`src/shared/lid_pkg.sv`:
```
// Shared constants and types for the LCD instruction decoder link
package lid_pkg;
  // ==========================================================
  // Widths and sizes
  localparam int unsigned PTR_W = 7;
  localparam int unsigned WORD_W = 16;
  localparam int unsigned TEXT_DEPTH = 64;
  // Text rows start at this pointer value, 16 words each
  localparam logic [6:0] TEXT_BASE = 7'h00;
  localparam logic [6:0] TEXT_LAST = 7'h3F;
  localparam logic [6:0] GLYPH_MASK = 7'h3F;
  localparam logic [6:0] SCROLL_MASK = 7'h3F;
  localparam logic [7:0] SPACE_CODE = 8'h20;
  // ==========================================================
  // Reset values
  localparam logic [6:0] PTR_RST = 7'h00;
  localparam logic ENTRY_INC_RST = 1'b1;
  localparam logic WIDTH8_RST = 1'b1;
  // ==========================================================
  // Timing: instruction execution at 100 MHz
  localparam int unsigned CLK_NS = 10;
  localparam int unsigned EXEC_NS = 72000;
  localparam int unsigned EXEC_CYC = EXEC_NS / CLK_NS;
  localparam int unsigned BUSY_W = 13;
  // ==========================================================
  // Target of a data access
  typedef enum logic [1:0] {
    LID_TGT_TEXT,
    LID_TGT_GLYPH,
    LID_TGT_GRAPHIC
  } lid_tgt_e;
endpackage

```
`src/shared/lid_if.sv`:
```
// Host to controller parallel instruction link
`timescale 1ns/10ps
interface lid_if;
  // Register or RAM select: 1 for RAM data
  logic reg_or_ram_select;
  // Read not write
  logic rd_not_wr;
  // One-cycle access strobe
  logic strobe;
  // Byte written by the host
  logic [7:0] wdata;
  // Byte returned by the controller, valid cycle after a read strobe
  logic [7:0] rdata;
  // Busy indicator, level
  logic busy_indicator;
  modport device (input reg_or_ram_select, input rd_not_wr, input strobe, input wdata,
                  output rdata, output busy_indicator);
  modport host (output reg_or_ram_select, output rd_not_wr, output strobe, output wdata,
                input rdata, input busy_indicator);
endinterface

```
`src/rtl/lid_busy_timer.sv`:
```
// Busy timer counting one instruction execution time
`timescale 1ns/10ps
module lid_busy_timer (
  input wire logic mclk_i,
  input wire logic sys_rst_i,
  input wire logic start_i,
  output logic busy_o
);
  // ==========================================================
  // Down counter
  logic [lid_pkg::BUSY_W-1:0] cnt_q;
  // Reload on start, else count down to zero
  always_ff @(posedge mclk_i) begin
    if (sys_rst_i) begin
      cnt_q <= '0;
    end else if (start_i) begin
      cnt_q <= lid_pkg::BUSY_W'(lid_pkg::EXEC_CYC);
    end else if (cnt_q != '0) begin
      cnt_q <= cnt_q - 1'b1;
    end
  end
  // Busy while counting
  assign busy_o = (cnt_q != '0);
endmodule

```
`src/rtl/lid_device.sv`:
```
// Controller end: instruction decoder with settings, pointer and text RAM
// Function
// - Clear fills text RAM, pointer zero
// - Clear forces entry increment
// - Home zeroes pointer, RAM untouched
// - Data access steps pointer per direction
// - Shift bit shifts display per direction
// - Display, cursor, blink flags set independently
// - Blink enables cursor character blink
// - Cursor move steps pointer, display shift not
// - Width bit selects 8 or 4 bit; only stored in bus_width_select_o, the link always takes whole bytes
// - Host changes width before set select
// - Glyph address loads six bits
// - Text address loads pointer, four rows
// - Status gives busy and pointer; busy refuses
// - Two bytes per word, step after second
// - First read after address is dummy
// - Extended clear code enters standby
// - Scroll select chooses scroll or glyph
// - Reverse toggles selected row
// - Row field picks row one to four
// - Graphic bit turns graphic on/off
// - Host changes width/graphic before set select
// - Scroll address loads six bits
// - Set select persists until changed
`timescale 1ns/10ps
module lid_device (
  input wire logic mclk_i,
  input wire logic sys_rst_i,
  lid_if.device link,
  output logic display_on_o,
  output logic cursor_on_o,
  output logic blink_on_o,
  output logic entry_inc_o,
  output logic entry_shift_o,
  output logic bus_width_select_o,
  output logic extended_set_select_o,
  output logic scroll_addr_select_o,
  output logic graphic_on_o,
  output logic standby_o,
  output logic [3:0] reverse_rows_o,
  output logic [5:0] scroll_o,
  output logic [5:0] shift_pos_o,
  output logic [6:0] ram_pointer_o,
  output logic [1:0] target_o
);
  // ==========================================================
  // Storage and state
  logic [15:0] text_ram [lid_pkg::TEXT_DEPTH];   // Text RAM words
  logic [6:0] ptr_q;                            // Ram pointer
  logic hi_done_q;                              // First byte of pair taken
  logic [7:0] hi_byte_q;                        // Held first byte
  logic dummy_q;                                // Next read is dummy
  logic rd_half_q;                              // Next read byte is low half
  logic [7:0] rdata_q;                          // Read return
  logic [15:0] rd_word_q;                       // Prefetched word
  lid_pkg::lid_tgt_e tgt_q;                     // Data target
  logic clr_act_q;                              // Clear sweep running
  logic [5:0] clr_idx_q;                        // Clear sweep index
  logic busy;                                   // Timer busy
  logic take;                                   // Accepted access
  logic cmd_wr;
  logic dat_wr;
  logic dat_rd;
  logic st_rd;
  logic [7:0] b;
  logic step_dir;
  // ==========================================================
  // Access qualification
  // busy refuses writes
  assign take = link.strobe && !(busy || clr_act_q);
  assign b = link.wdata;
  assign cmd_wr = take && !link.reg_or_ram_select && !link.rd_not_wr;
  assign dat_wr = take && link.reg_or_ram_select && !link.rd_not_wr;
  assign dat_rd = take && link.reg_or_ram_select && link.rd_not_wr;
  // Status reads are always allowed so the host can poll
  assign st_rd = link.strobe && !link.reg_or_ram_select && link.rd_not_wr;
  lid_busy_timer u_busy (
    .mclk_i(mclk_i),
    .sys_rst_i(sys_rst_i),
    .start_i(cmd_wr || dat_wr || dat_rd),
    .busy_o(busy)
  );
  // busy combines timer and clear sweep
  assign link.busy_indicator = busy || clr_act_q;
  // ==========================================================
  // Instruction decode, settings
  always_ff @(posedge mclk_i) begin
    if (sys_rst_i) begin
      display_on_o <= 1'b0;
      cursor_on_o <= 1'b0;
      blink_on_o <= 1'b0;
      entry_inc_o <= lid_pkg::ENTRY_INC_RST;
      entry_shift_o <= 1'b0;
      bus_width_select_o <= lid_pkg::WIDTH8_RST;
      extended_set_select_o <= 1'b0;
      scroll_addr_select_o <= 1'b0;
      graphic_on_o <= 1'b0;
      standby_o <= 1'b0;
      reverse_rows_o <= '0;
      scroll_o <= '0;
    end else if (cmd_wr) begin
      standby_o <= 1'b0;
      if (b[7]) begin
        // Address load, handled by pointer process
      end else if (b[6]) begin
        if (extended_set_select_o && scroll_addr_select_o) scroll_o <= b[5:0];
      end else if (b[5]) begin
        bus_width_select_o <= b[4];
        extended_set_select_o <= b[2];
        // graphic bit in extended set only
        if (extended_set_select_o && b[2]) graphic_on_o <= b[1];
      end else if (!extended_set_select_o) begin
        if (b[3]) begin
          display_on_o <= b[2];
          cursor_on_o <= b[1];
          blink_on_o <= b[0];
        end else if (b[2]) begin
          // Entry mode
          entry_inc_o <= b[1];
          entry_shift_o <= b[0];
        end else if (!b[1] && b[0]) begin
          entry_inc_o <= 1'b1;
        end
      end else begin
        if (b[2]) begin
          reverse_rows_o[b[1:0]] <= !reverse_rows_o[b[1:0]];
        end else if (b[1]) begin
          scroll_addr_select_o <= b[0];
        end else if (b[0]) begin
          standby_o <= 1'b1;
        end
      end
    end
  end
  // ==========================================================
  // Pointer, display shift, pairing
  assign step_dir = entry_inc_o;
  always_ff @(posedge mclk_i) begin
    if (sys_rst_i) begin
      ptr_q <= lid_pkg::PTR_RST;
      shift_pos_o <= '0;
      hi_done_q <= 1'b0;
      hi_byte_q <= '0;
      tgt_q <= lid_pkg::LID_TGT_TEXT;
    end else if (cmd_wr) begin
      hi_done_q <= 1'b0;
      if (b[7]) begin
        ptr_q <= {1'b0, b[5:0]};
        tgt_q <= (extended_set_select_o) ? lid_pkg::LID_TGT_GRAPHIC : lid_pkg::LID_TGT_TEXT;
      end else if (b[6]) begin
        if (!(extended_set_select_o && scroll_addr_select_o)) begin
          ptr_q <= b[6:0] & lid_pkg::GLYPH_MASK;
          tgt_q <= lid_pkg::LID_TGT_GLYPH;
        end
      end else if (!b[5] && !extended_set_select_o) begin
        if (b[4]) begin
          if (!b[3]) ptr_q <= b[2] ? ptr_q + 7'h01 : ptr_q - 7'h01;
          else shift_pos_o <= b[2] ? shift_pos_o + 6'h01 : shift_pos_o - 6'h01;
        end else if (b[3] || b[2]) begin
          // Flag instructions leave pointer
        end else if (b[1] || b[0]) begin
          ptr_q <= lid_pkg::PTR_RST;
          tgt_q <= lid_pkg::LID_TGT_TEXT;
          if (b[1]) shift_pos_o <= '0;
        end
      end
    end else if (dat_wr) begin
      hi_done_q <= !hi_done_q;
      hi_byte_q <= b;
      if (hi_done_q) begin
        ptr_q <= step_dir ? ptr_q + 7'h01 : ptr_q - 7'h01;
        if (entry_shift_o) shift_pos_o <= step_dir ? shift_pos_o + 6'h01 : shift_pos_o - 6'h01;
      end
    end else if (dat_rd && !dummy_q && rd_half_q) begin
      ptr_q <= step_dir ? ptr_q + 7'h01 : ptr_q - 7'h01;
      if (entry_shift_o) shift_pos_o <= step_dir ? shift_pos_o + 6'h01 : shift_pos_o - 6'h01;
    end
  end
  // ==========================================================
  // Text RAM writes and clear sweep
  always_ff @(posedge mclk_i) begin
    if (sys_rst_i) begin
      clr_act_q <= 1'b0;
      clr_idx_q <= '0;
    end else if (clr_act_q) begin
      // space fill, one word per cycle
      text_ram[clr_idx_q] <= {lid_pkg::SPACE_CODE, lid_pkg::SPACE_CODE};
      clr_idx_q <= clr_idx_q + 6'h01;
      if (clr_idx_q == lid_pkg::TEXT_LAST[5:0]) clr_act_q <= 1'b0;
    end else if (cmd_wr && !extended_set_select_o && b[7:0] == 8'h01) begin
      clr_act_q <= 1'b1;
      clr_idx_q <= '0;
    end else if (dat_wr && hi_done_q && tgt_q == lid_pkg::LID_TGT_TEXT) begin
      text_ram[ptr_q[5:0]] <= {hi_byte_q, b};
    end
  end
  // ==========================================================
  // Read path, dummy read handling
  always_ff @(posedge mclk_i) begin
    if (sys_rst_i) begin
      dummy_q <= 1'b1;
      rd_half_q <= 1'b0;
      rdata_q <= '0;
      rd_word_q <= '0;
    end else begin
      if (cmd_wr || dat_wr) begin
        // new address or write rearms dummy
        dummy_q <= 1'b1;
        rd_half_q <= 1'b0;
      end else if (dat_rd) begin
        if (dummy_q) begin
          // dummy returns stale latch, fetches word
          dummy_q <= 1'b0;
          rd_word_q <= text_ram[ptr_q[5:0]];
          rdata_q <= rd_word_q[7:0];
        end else if (!rd_half_q) begin
          rdata_q <= rd_word_q[15:8];
          rd_half_q <= 1'b1;
        end else begin
          rdata_q <= rd_word_q[7:0];
          rd_half_q <= 1'b0;
          rd_word_q <= text_ram[step_dir ? ptr_q[5:0] + 6'h01 : ptr_q[5:0] - 6'h01];
        end
      end else if (st_rd) begin
        rdata_q <= {busy || clr_act_q, ptr_q};
      end
    end
  end
  assign link.rdata = rdata_q;
  assign ram_pointer_o = ptr_q;
  assign target_o = tgt_q;
endmodule

```
`src/flat_wrapper.sv`:
```
// flat-port wrapper written by rule: the top's interface ports become plain ports
module lid_device_flat 
  (mclk_i, sys_rst_i, display_on_o, cursor_on_o, blink_on_o, entry_inc_o, entry_shift_o, bus_width_select_o, extended_set_select_o, scroll_addr_select_o, graphic_on_o, standby_o, reverse_rows_o, scroll_o, shift_pos_o, ram_pointer_o, target_o, link_reg_or_ram_select, link_rd_not_wr, link_strobe, link_wdata, link_rdata, link_busy_indicator);
  lid_if link_i ();
  input wire logic mclk_i;
  input wire logic sys_rst_i;
  output logic display_on_o;
  output logic cursor_on_o;
  output logic blink_on_o;
  output logic entry_inc_o;
  output logic entry_shift_o;
  output logic bus_width_select_o;
  output logic extended_set_select_o;
  output logic scroll_addr_select_o;
  output logic graphic_on_o;
  output logic standby_o;
  output logic [3:0] reverse_rows_o;
  output logic [5:0] scroll_o;
  output logic [5:0] shift_pos_o;
  output logic [6:0] ram_pointer_o;
  output logic [1:0] target_o;
  input wire logic [$bits(link_i.reg_or_ram_select)-1:0] link_reg_or_ram_select;
  input wire logic [$bits(link_i.rd_not_wr)-1:0] link_rd_not_wr;
  input wire logic [$bits(link_i.strobe)-1:0] link_strobe;
  input wire logic [$bits(link_i.wdata)-1:0] link_wdata;
  output wire logic [$bits(link_i.rdata)-1:0] link_rdata;
  output wire logic [$bits(link_i.busy_indicator)-1:0] link_busy_indicator;
  assign link_i.reg_or_ram_select = link_reg_or_ram_select;
  assign link_i.rd_not_wr = link_rd_not_wr;
  assign link_i.strobe = link_strobe;
  assign link_i.wdata = link_wdata;
  assign link_rdata = link_i.rdata;
  assign link_busy_indicator = link_i.busy_indicator;
  lid_device u_core (.mclk_i(mclk_i), .sys_rst_i(sys_rst_i), .link(link_i), .display_on_o(display_on_o), .cursor_on_o(cursor_on_o), .blink_on_o(blink_on_o), .entry_inc_o(entry_inc_o), .entry_shift_o(entry_shift_o), .bus_width_select_o(bus_width_select_o), .extended_set_select_o(extended_set_select_o), .scroll_addr_select_o(scroll_addr_select_o), .graphic_on_o(graphic_on_o), .standby_o(standby_o), .reverse_rows_o(reverse_rows_o), .scroll_o(scroll_o), .shift_pos_o(shift_pos_o), .ram_pointer_o(ram_pointer_o), .target_o(target_o));
endmodule
```
`config.mk`:
```
export PLATFORM = sky130hd
export DESIGN_NAME = lid_device_flat
export DESIGN_NICKNAME = d
export VERILOG_FILES = /design/src/shared/lid_pkg.sv /design/src/shared/lid_if.sv /design/src/rtl/lid_busy_timer.sv /design/src/rtl/lid_device.sv /design/src/flat_wrapper.sv
export SDC_FILE = /design/constraint.sdc
export NUM_CORES = 2
export LEC_CHECK = 0
export BUFFER_PORTS_ARGS = -buffer_cell sky130_fd_sc_hd__buf_2
export CORE_MARGIN = 1
export CORE_UTILIZATION = 64
export CTS_CLUSTER_DIAMETER = 120
export DETAILED_ROUTE_END_ITERATION = 16
export PLACE_DENSITY = 0.86
export SYNTH_ARGS = -nofsm -noshare
export SYNTH_HDL_FRONTEND = slang
export SYNTH_SLANG_ARGS = --single-unit
```
`constraint.sdc`:
```
create_clock -name mclk_i -period 6 [get_ports mclk_i]
set_input_delay 0.9 -clock mclk_i [delete_from_list [all_inputs] [get_ports mclk_i]]
set_output_delay 0.9 -clock mclk_i [all_outputs]
set_load 0.02 [all_outputs]
```
Yosys cells after proc, flatten, opt, wreduce, memory -nomap -nowiden:

Memories as Yosys holds them, arrays and structs flattened. A register that Yosys moved wholly into a read port is not among the register bits.
Cells that the tools add are included.

* bits in registers: 90
* latch bits: 0
* memory bits (writable): 1024
* bits in read-only memories: 0
* bits of input ports: 13
* output and inout bits: 44
* word-level logic and storage cells: 204
* memories: 1

* $add $sub $neg: 8
* multipliers: 0
* divide/modulo/power cells: 0
* magnitude comparators: 2
* equal/unequal tests: 18
* shifts and indexed selects: 0
* multiplexer cells: 79
* bitwise operators: 9
* reductions and logical operators: 62

Memory list
* u_core.text_ram: depth 64, width 16, read ports 2, clocked after memory_dff 1, write ports 1, line lid_device.sv:49 `logic [15:0] text_ram [lid_pkg::TEXT_DEPTH];`

Operator list (number)
* $mux W6: 21
* $mux W7: 14
* $mux W16: 3
* $mux W8: 4
* $reduce_and A7 Y1: 4
* $mux W13: 2
* $mux W1: 24
* $logic_and A1 B1 Y1: 19
* $add A6 B1 Y6 const B: 3
* $ne A3 B3 Y1 const B: 6
* $reduce_and A6 Y1: 3
* $mux W2: 8
* $reduce_or A16 Y1: 1
* $ne A5 B5 Y1 const B: 3
* $reduce_bool A13 Y1: 1
* $sub A13 B1 Y13 const B: 1
* $sub A6 B1 Y6 const B: 2
* $reduce_bool A2 Y1: 5
* $logic_not A1 Y1: 9
* $not A1 Y1: 9
* $reduce_and A9 Y1: 1
* $reduce_bool A3 Y1: 3
* $eq A8 B1 Y1 const B: 1
* $ne A4 B4 Y1 const B: 2
* other kinds (17): 29

Logic depth before layout (Yosys ltp):

* depth after elaboration: 15
* mapped depth: 16
* depth with buffers taken out: 9

Hierarchy:

Synthesis repeated with hierarchy kept, for this count alone.

* cells, all modules: 2891
* area total of the unflattened synthesis: 52856.9 um2

Modules (own cells, without submodules)
* lid_device: instances 1, cells each 2814, area an instance 52167.5 um2, seq. area each 32411.1 um2
* lid_busy_timer: instances 1, cells each 77, area an instance 689.4 um2, seq. area each 260.2 um2

Worst setup path before layout:

Ideal clock, no wire load.

* kind: in2reg
* start: in link_rd_not_wr
* end: mem u_core.text_ram[0][4], data pin
* library setup time: 681 ps
* arrival time: 4053 ps
* data required time: 5319 ps
* slack: 1266 ps
* stages on the path: 5
* buffers on the path: 1
* cells stage by stage: clkbuf_8 -> nand2b_1 -> nor3_1 -> nand3_1 -> nor3_1

* word-level cells in the longest chain between the ends: 11
* elaborated cells on any way between the ends: 14
* classes of those cells: mux: 6; reduce/logical: 8

Ends and longest elaborated chain
* from (decl): line flat_wrapper.sv:23 `input wire logic [$bits(link_i.rd_not_wr)-1:0] link_rd_not_wr;`
* $logic_not A1 Y1 *: line lid_device.sv:73, lid_device.sv:74
* $logic_and A1 B1 Y1: line lid_device.sv:74 `assign dat_wr = take && link.reg_or_ram_select && !link.rd_not_wr;`
* $logic_and A1 B1 Y1 (2 in series): line lid_device.sv:194 `end else if (dat_wr && hi_done_q && tgt_q == lid_pkg::LID_TGT_TEXT) begin`
* $mux W1: line lid_device.sv:194
* $mux W1 *: line lid_device.sv:191 `end else if (cmd_wr && !extended_set_select_o && b[7:0] == 8'h01) begin`
* $mux W1 *: line lid_device.sv:186 `end else if (clr_act_q) begin`
* $mux W1 *: line lid_device.sv:183 `if (sys_rst_i) begin`
* $mux W1 (implied by the code) *: line lid_device.sv:195 `text_ram[ptr_q[5:0]] <= {hi_byte_q, b};`
* $reduce_or A16 Y1 (no line) *
* $mux W16 (no line) *
* to (decl): line lid_device.sv:49

Mark *: on every way between the ends. The rest lies on a longest branch, timed or not.

Worst setup path after layout:

* start: reg u_core.entry_inc_o
* end: reg u_core.rd_word_q[15]

* word-level cells in the longest chain between the ends: 4

Ends and longest elaborated chain
* from (decl): line lid_device.sv:34 `output logic entry_inc_o,`
* from (signal assigned): line lid_device.sv:93 `entry_inc_o <= lid_pkg::ENTRY_INC_RST;`
* from (signal assigned): line lid_device.sv:120 `entry_inc_o <= b[1];`
* $mux W6: line lid_device.sv:223 `rd_word_q <= text_ram[step_dir ? ptr_q[5:0] + 6'h01 : ptr_q[5:0] - 6'h01];`
* $mem_v2 Z64 W16
* $mux W16: line lid_device.sv:217 `end else if (!rd_half_q) begin`
* $mux W16: line lid_device.sv:212 `if (dummy_q) begin`
* to (signal assigned): line lid_device.sv:215 `rd_word_q <= text_ram[ptr_q[5:0]];`
* to (signal assigned): line lid_device.sv:223
* to (decl): line lid_device.sv:56 `logic [15:0] rd_word_q;`

Every way passes these cells. The select of a mux whose other input is x is not followed.
A chain may end at the register's enable or synchronous reset.

==> flow_summary_export.csv <==
group,metric,value,unit
route,dr.pass1.iters,9,
route,drtAntennaViolNets,0,
global_routing,grt.total_usage,0.399,
yosys,synth_commonest_cells,"edfxtp_1, mux4_2, nor2_1, nand2_1, mux2i_1",
route,drt_iter0_drc,6018,
yosys,syn_inst,3085,
power_and_ir_drop,leakage,15.8,nW
critical_path,path_max_fanout,13,
die,rows,105,
place,dp_hpwl,101000,um
clock_network,holdBufCountCts,0,
yosys,ys_seq_elements,1120,
power_and_ir_drop,p_total,17.5,mW
yosys,syn_area_per_cell,17.3,sq um
flow_run,maxCapViolations,2,
clock_network,postCtsSetupRepairBufs,0,
critical_path,r2r_end,"u_core.rd_word_q[15]",
power_and_ir_drop,cellPowerDensity,298,nW/um^2
timing,period_minus_slack,4630,ps
die,initial_core_util,0.648,
global_routing,antenna_found_initial,11,
clock_network,clock_path_buffers,3,
run_status,violations,"capacitance limit, slew limit",
yosys,synth_most_common_cell,"edfxtp_1",
finish,drive_gt1_frac,0.308,
die,die_area,84400,sq um
global_routing,grt_start_max_net_pins,128,
timing,fin_crit_sh,0.771,
timing,final-setup-viol-count,0,
critical_path,worstSetupPathType,"reg2reg",
global_routing,grt_pass1_wl,239000,um
timing,final.setup.tns,0,ps
yosys,yosysTopAreaCellShare,0.577,
place,place_congestion,1.01,
timing,fin_skew,42.9,ps
yosys,yosys.area.top_type,"edfxtp_1",
clock_network,cts_buffers,110,
clock_network,post_cts_resized,0,
yosys,synthTopCellsByArea,"edfxtp_1, mux4_2, dfxtp_1",
yosys,netlist_area,53300,sq um
critical_path,arrival,5230,ps
critical_path,crit_path_start_kind,"flip-flop",
clock_network,htree_levels,3,
min_path,hold_path.class,"reg2reg",
run_status,status,"finished with violations",
finish,area_growth_syn_to_layout,10.0,%
clock_network,cts-root-buf,"clkbuf_16",
clock_network,clk_pin_slew,60,ps
global_routing,grt_overflow_total,0,
yosys,ys.warnings.count,0,
critical_path,cp.required,6600,ps
route,vias_per_cell,8.06,
min_path,min_from,"u_core.hi_byte_q[0]",
timing,tightest_slew,1700,ps
critical_path,cp-end-kind,"flip-flop",
timing,max_slew_margin,-0.137,
critical_path,r2r_cells,9,
timing,finalMaxSlewViolations,4,
timing,hold_viol,0,
yosys,synth_edf_count,1024,
timing,layout_setup_ws,1370,ps
die,core_area,82200,sq um
die,die-height,290,um
power_and_ir_drop,vdd_drop_max,286,uV
yosys,synthesis.nets,3110,
yosys,synth_seq_area_share,0.614,
route,drc_errors,0,
route,wl_per_cell,38.6,um
finish,nets,3186,
yosys,async_reset_ff_frac,0,
clock_network,clock_sinks,1120,
min_path,whs_path_depth,2,
route,totalWireLength,167000,um
place,port_buffers,56,
critical_path,timing.rr.start,"u_core.entry_inc_o",
die,fp.dieW,290,um
clock_network,clock_latency,710,ps
timing,clock.fmax,216,MHz
route,num_vias,34900,
global_routing,grt_pass1_vias,34600,
yosys,synth_cell_types,88,
min_path,min_to,"u_core.hi_byte_q[0]",
clock_network,cts_tree,"yes",
place,dp_slack,1710,ps
yosys,synth_flop_cell,"edfxtp_1",
critical_path,rrSetupSlack,1370,ps
timing,rsz0062_at_grt,"false",
die,io_pins,57,
[cells in the final DEF, fill, tap and decap left out, drive strengths merged, types with 12 or more instances in the layout]
cell and n:
clkbuf 131, xor2 12, nor2 271, clkinv 56
a311oi 12, nand2b 17, o211ai 17, mux2 51
a31oi 29, a211oi 37, and2 25, o22ai 21
buf 186, nand3 49, nor3 33, a21oi 44
nor4 22, nand2 141, nor2b 12, a221oi 19
mux4 523, mux2i 128, dfxtp 96, xnor2 16
inv 23, o21ai 60, nand4 25, edfxtp 1024
or2 16
[state kept, by name, indices dropped and copies added, names as in the netlist, 2 cells and up, named ones only]
register               count
u_core.ram_pointer_o       7
u_core.text_ram         1024
u_core.reverse_rows_o      4
u_core.shift_pos_o         6
u_core.link.rdata          8
u_core.scroll_o            6
u_core.hi_byte_q           8
u_core.target_o            2
u_core.clr_idx_q           6
u_core.u_busy.cnt_q       13
u_core.rd_word_q          16
[per-layer routing]
layer | track usage | vias up | part of all wire
li1 | - | 13000 | -
met1 | 0.493 | 17300 | 0.31
met4 | 0.266 | 12 | 0.083
met2 | 0.608 | 3670 | 0.46
met3 | 0.131 | 930 | 0.15
met5 | 0.00624 | - | 0.00092
[worst max-delay path, cell delays in order, from the launching register on]
cell and delay [ps]:
dfxtp_1 630, inv_1 350, ha_1 470, xnor2_2 840, buf_4 500, buf_4 280
mux4_2 330, nor2_1 690, nor2_1 150, o221a_2 290
[final cells by class]
cell class / instances / area (sq um)
fillers: 4720 / 23600
clock inverters: 72 / 654
flip-flops and latches: 1120 / 32700
inverters: 21 / 80.1
diodes: 5 / 12.5
repair buffers: 186 / 1380
multi-input cells: 1722 / 19500
clock buffers: 131 / 2910
well taps: 1070 / 1340
[through the flow]
stage	util	cell area, sq um	hold slack [ps]	std cells
finish	0.713	58600	492	4327
CTS	0.712	58600	489	4322
global route	0.712	58600	520	4322
global placement	0.669	55000	469	4119
floorplan	-	53300	452	3085
detailed placement	0.669	55000	473	4119
[where the power goes]
part           internal, mW  switching (mW)  leakage, nW
clock                  3.89            3.04         1.74
combinational         0.723            1.23         5.63
sequential             8.44           0.132         8.47
[logic make-up (layout without fill, tap and decap cells)]
family                   Yosys count  count (layout)  synth area share
flip-flops                      1120            1120             0.614
multiplexers                     702             702             0.256
AND/OR/NAND/NOR                  657             657            0.0586
AO/OA/AOI/OAI                    323             323            0.0428
buffers and inverters            243             410            0.0214
XOR/XNOR                          28              28           0.00461
adder cells (fa/ha/maj)           12              12           0.00296
other                              0               5                 0
[worst max-delay path by stage]
stage,from,end,slack (ps),cells past startpoint
after floorplan,link_rd_not_wr,u_core.text_ram[0][4],1270,5
after global placement,u_core.ram_pointer_o[0],u_core.rd_word_q[15],1730,7
after detailed placement,u_core.ram_pointer_o[0],u_core.rd_word_q[15],1710,7
after CTS,u_core.entry_inc_o,u_core.rd_word_q[15],1680,9
after global routing,u_core.ram_pointer_o[0],u_core.rd_word_q[15],1450,7
final,u_core.entry_inc_o,u_core.rd_word_q[15],1370,9
Power figures use the tool's default switching activity.
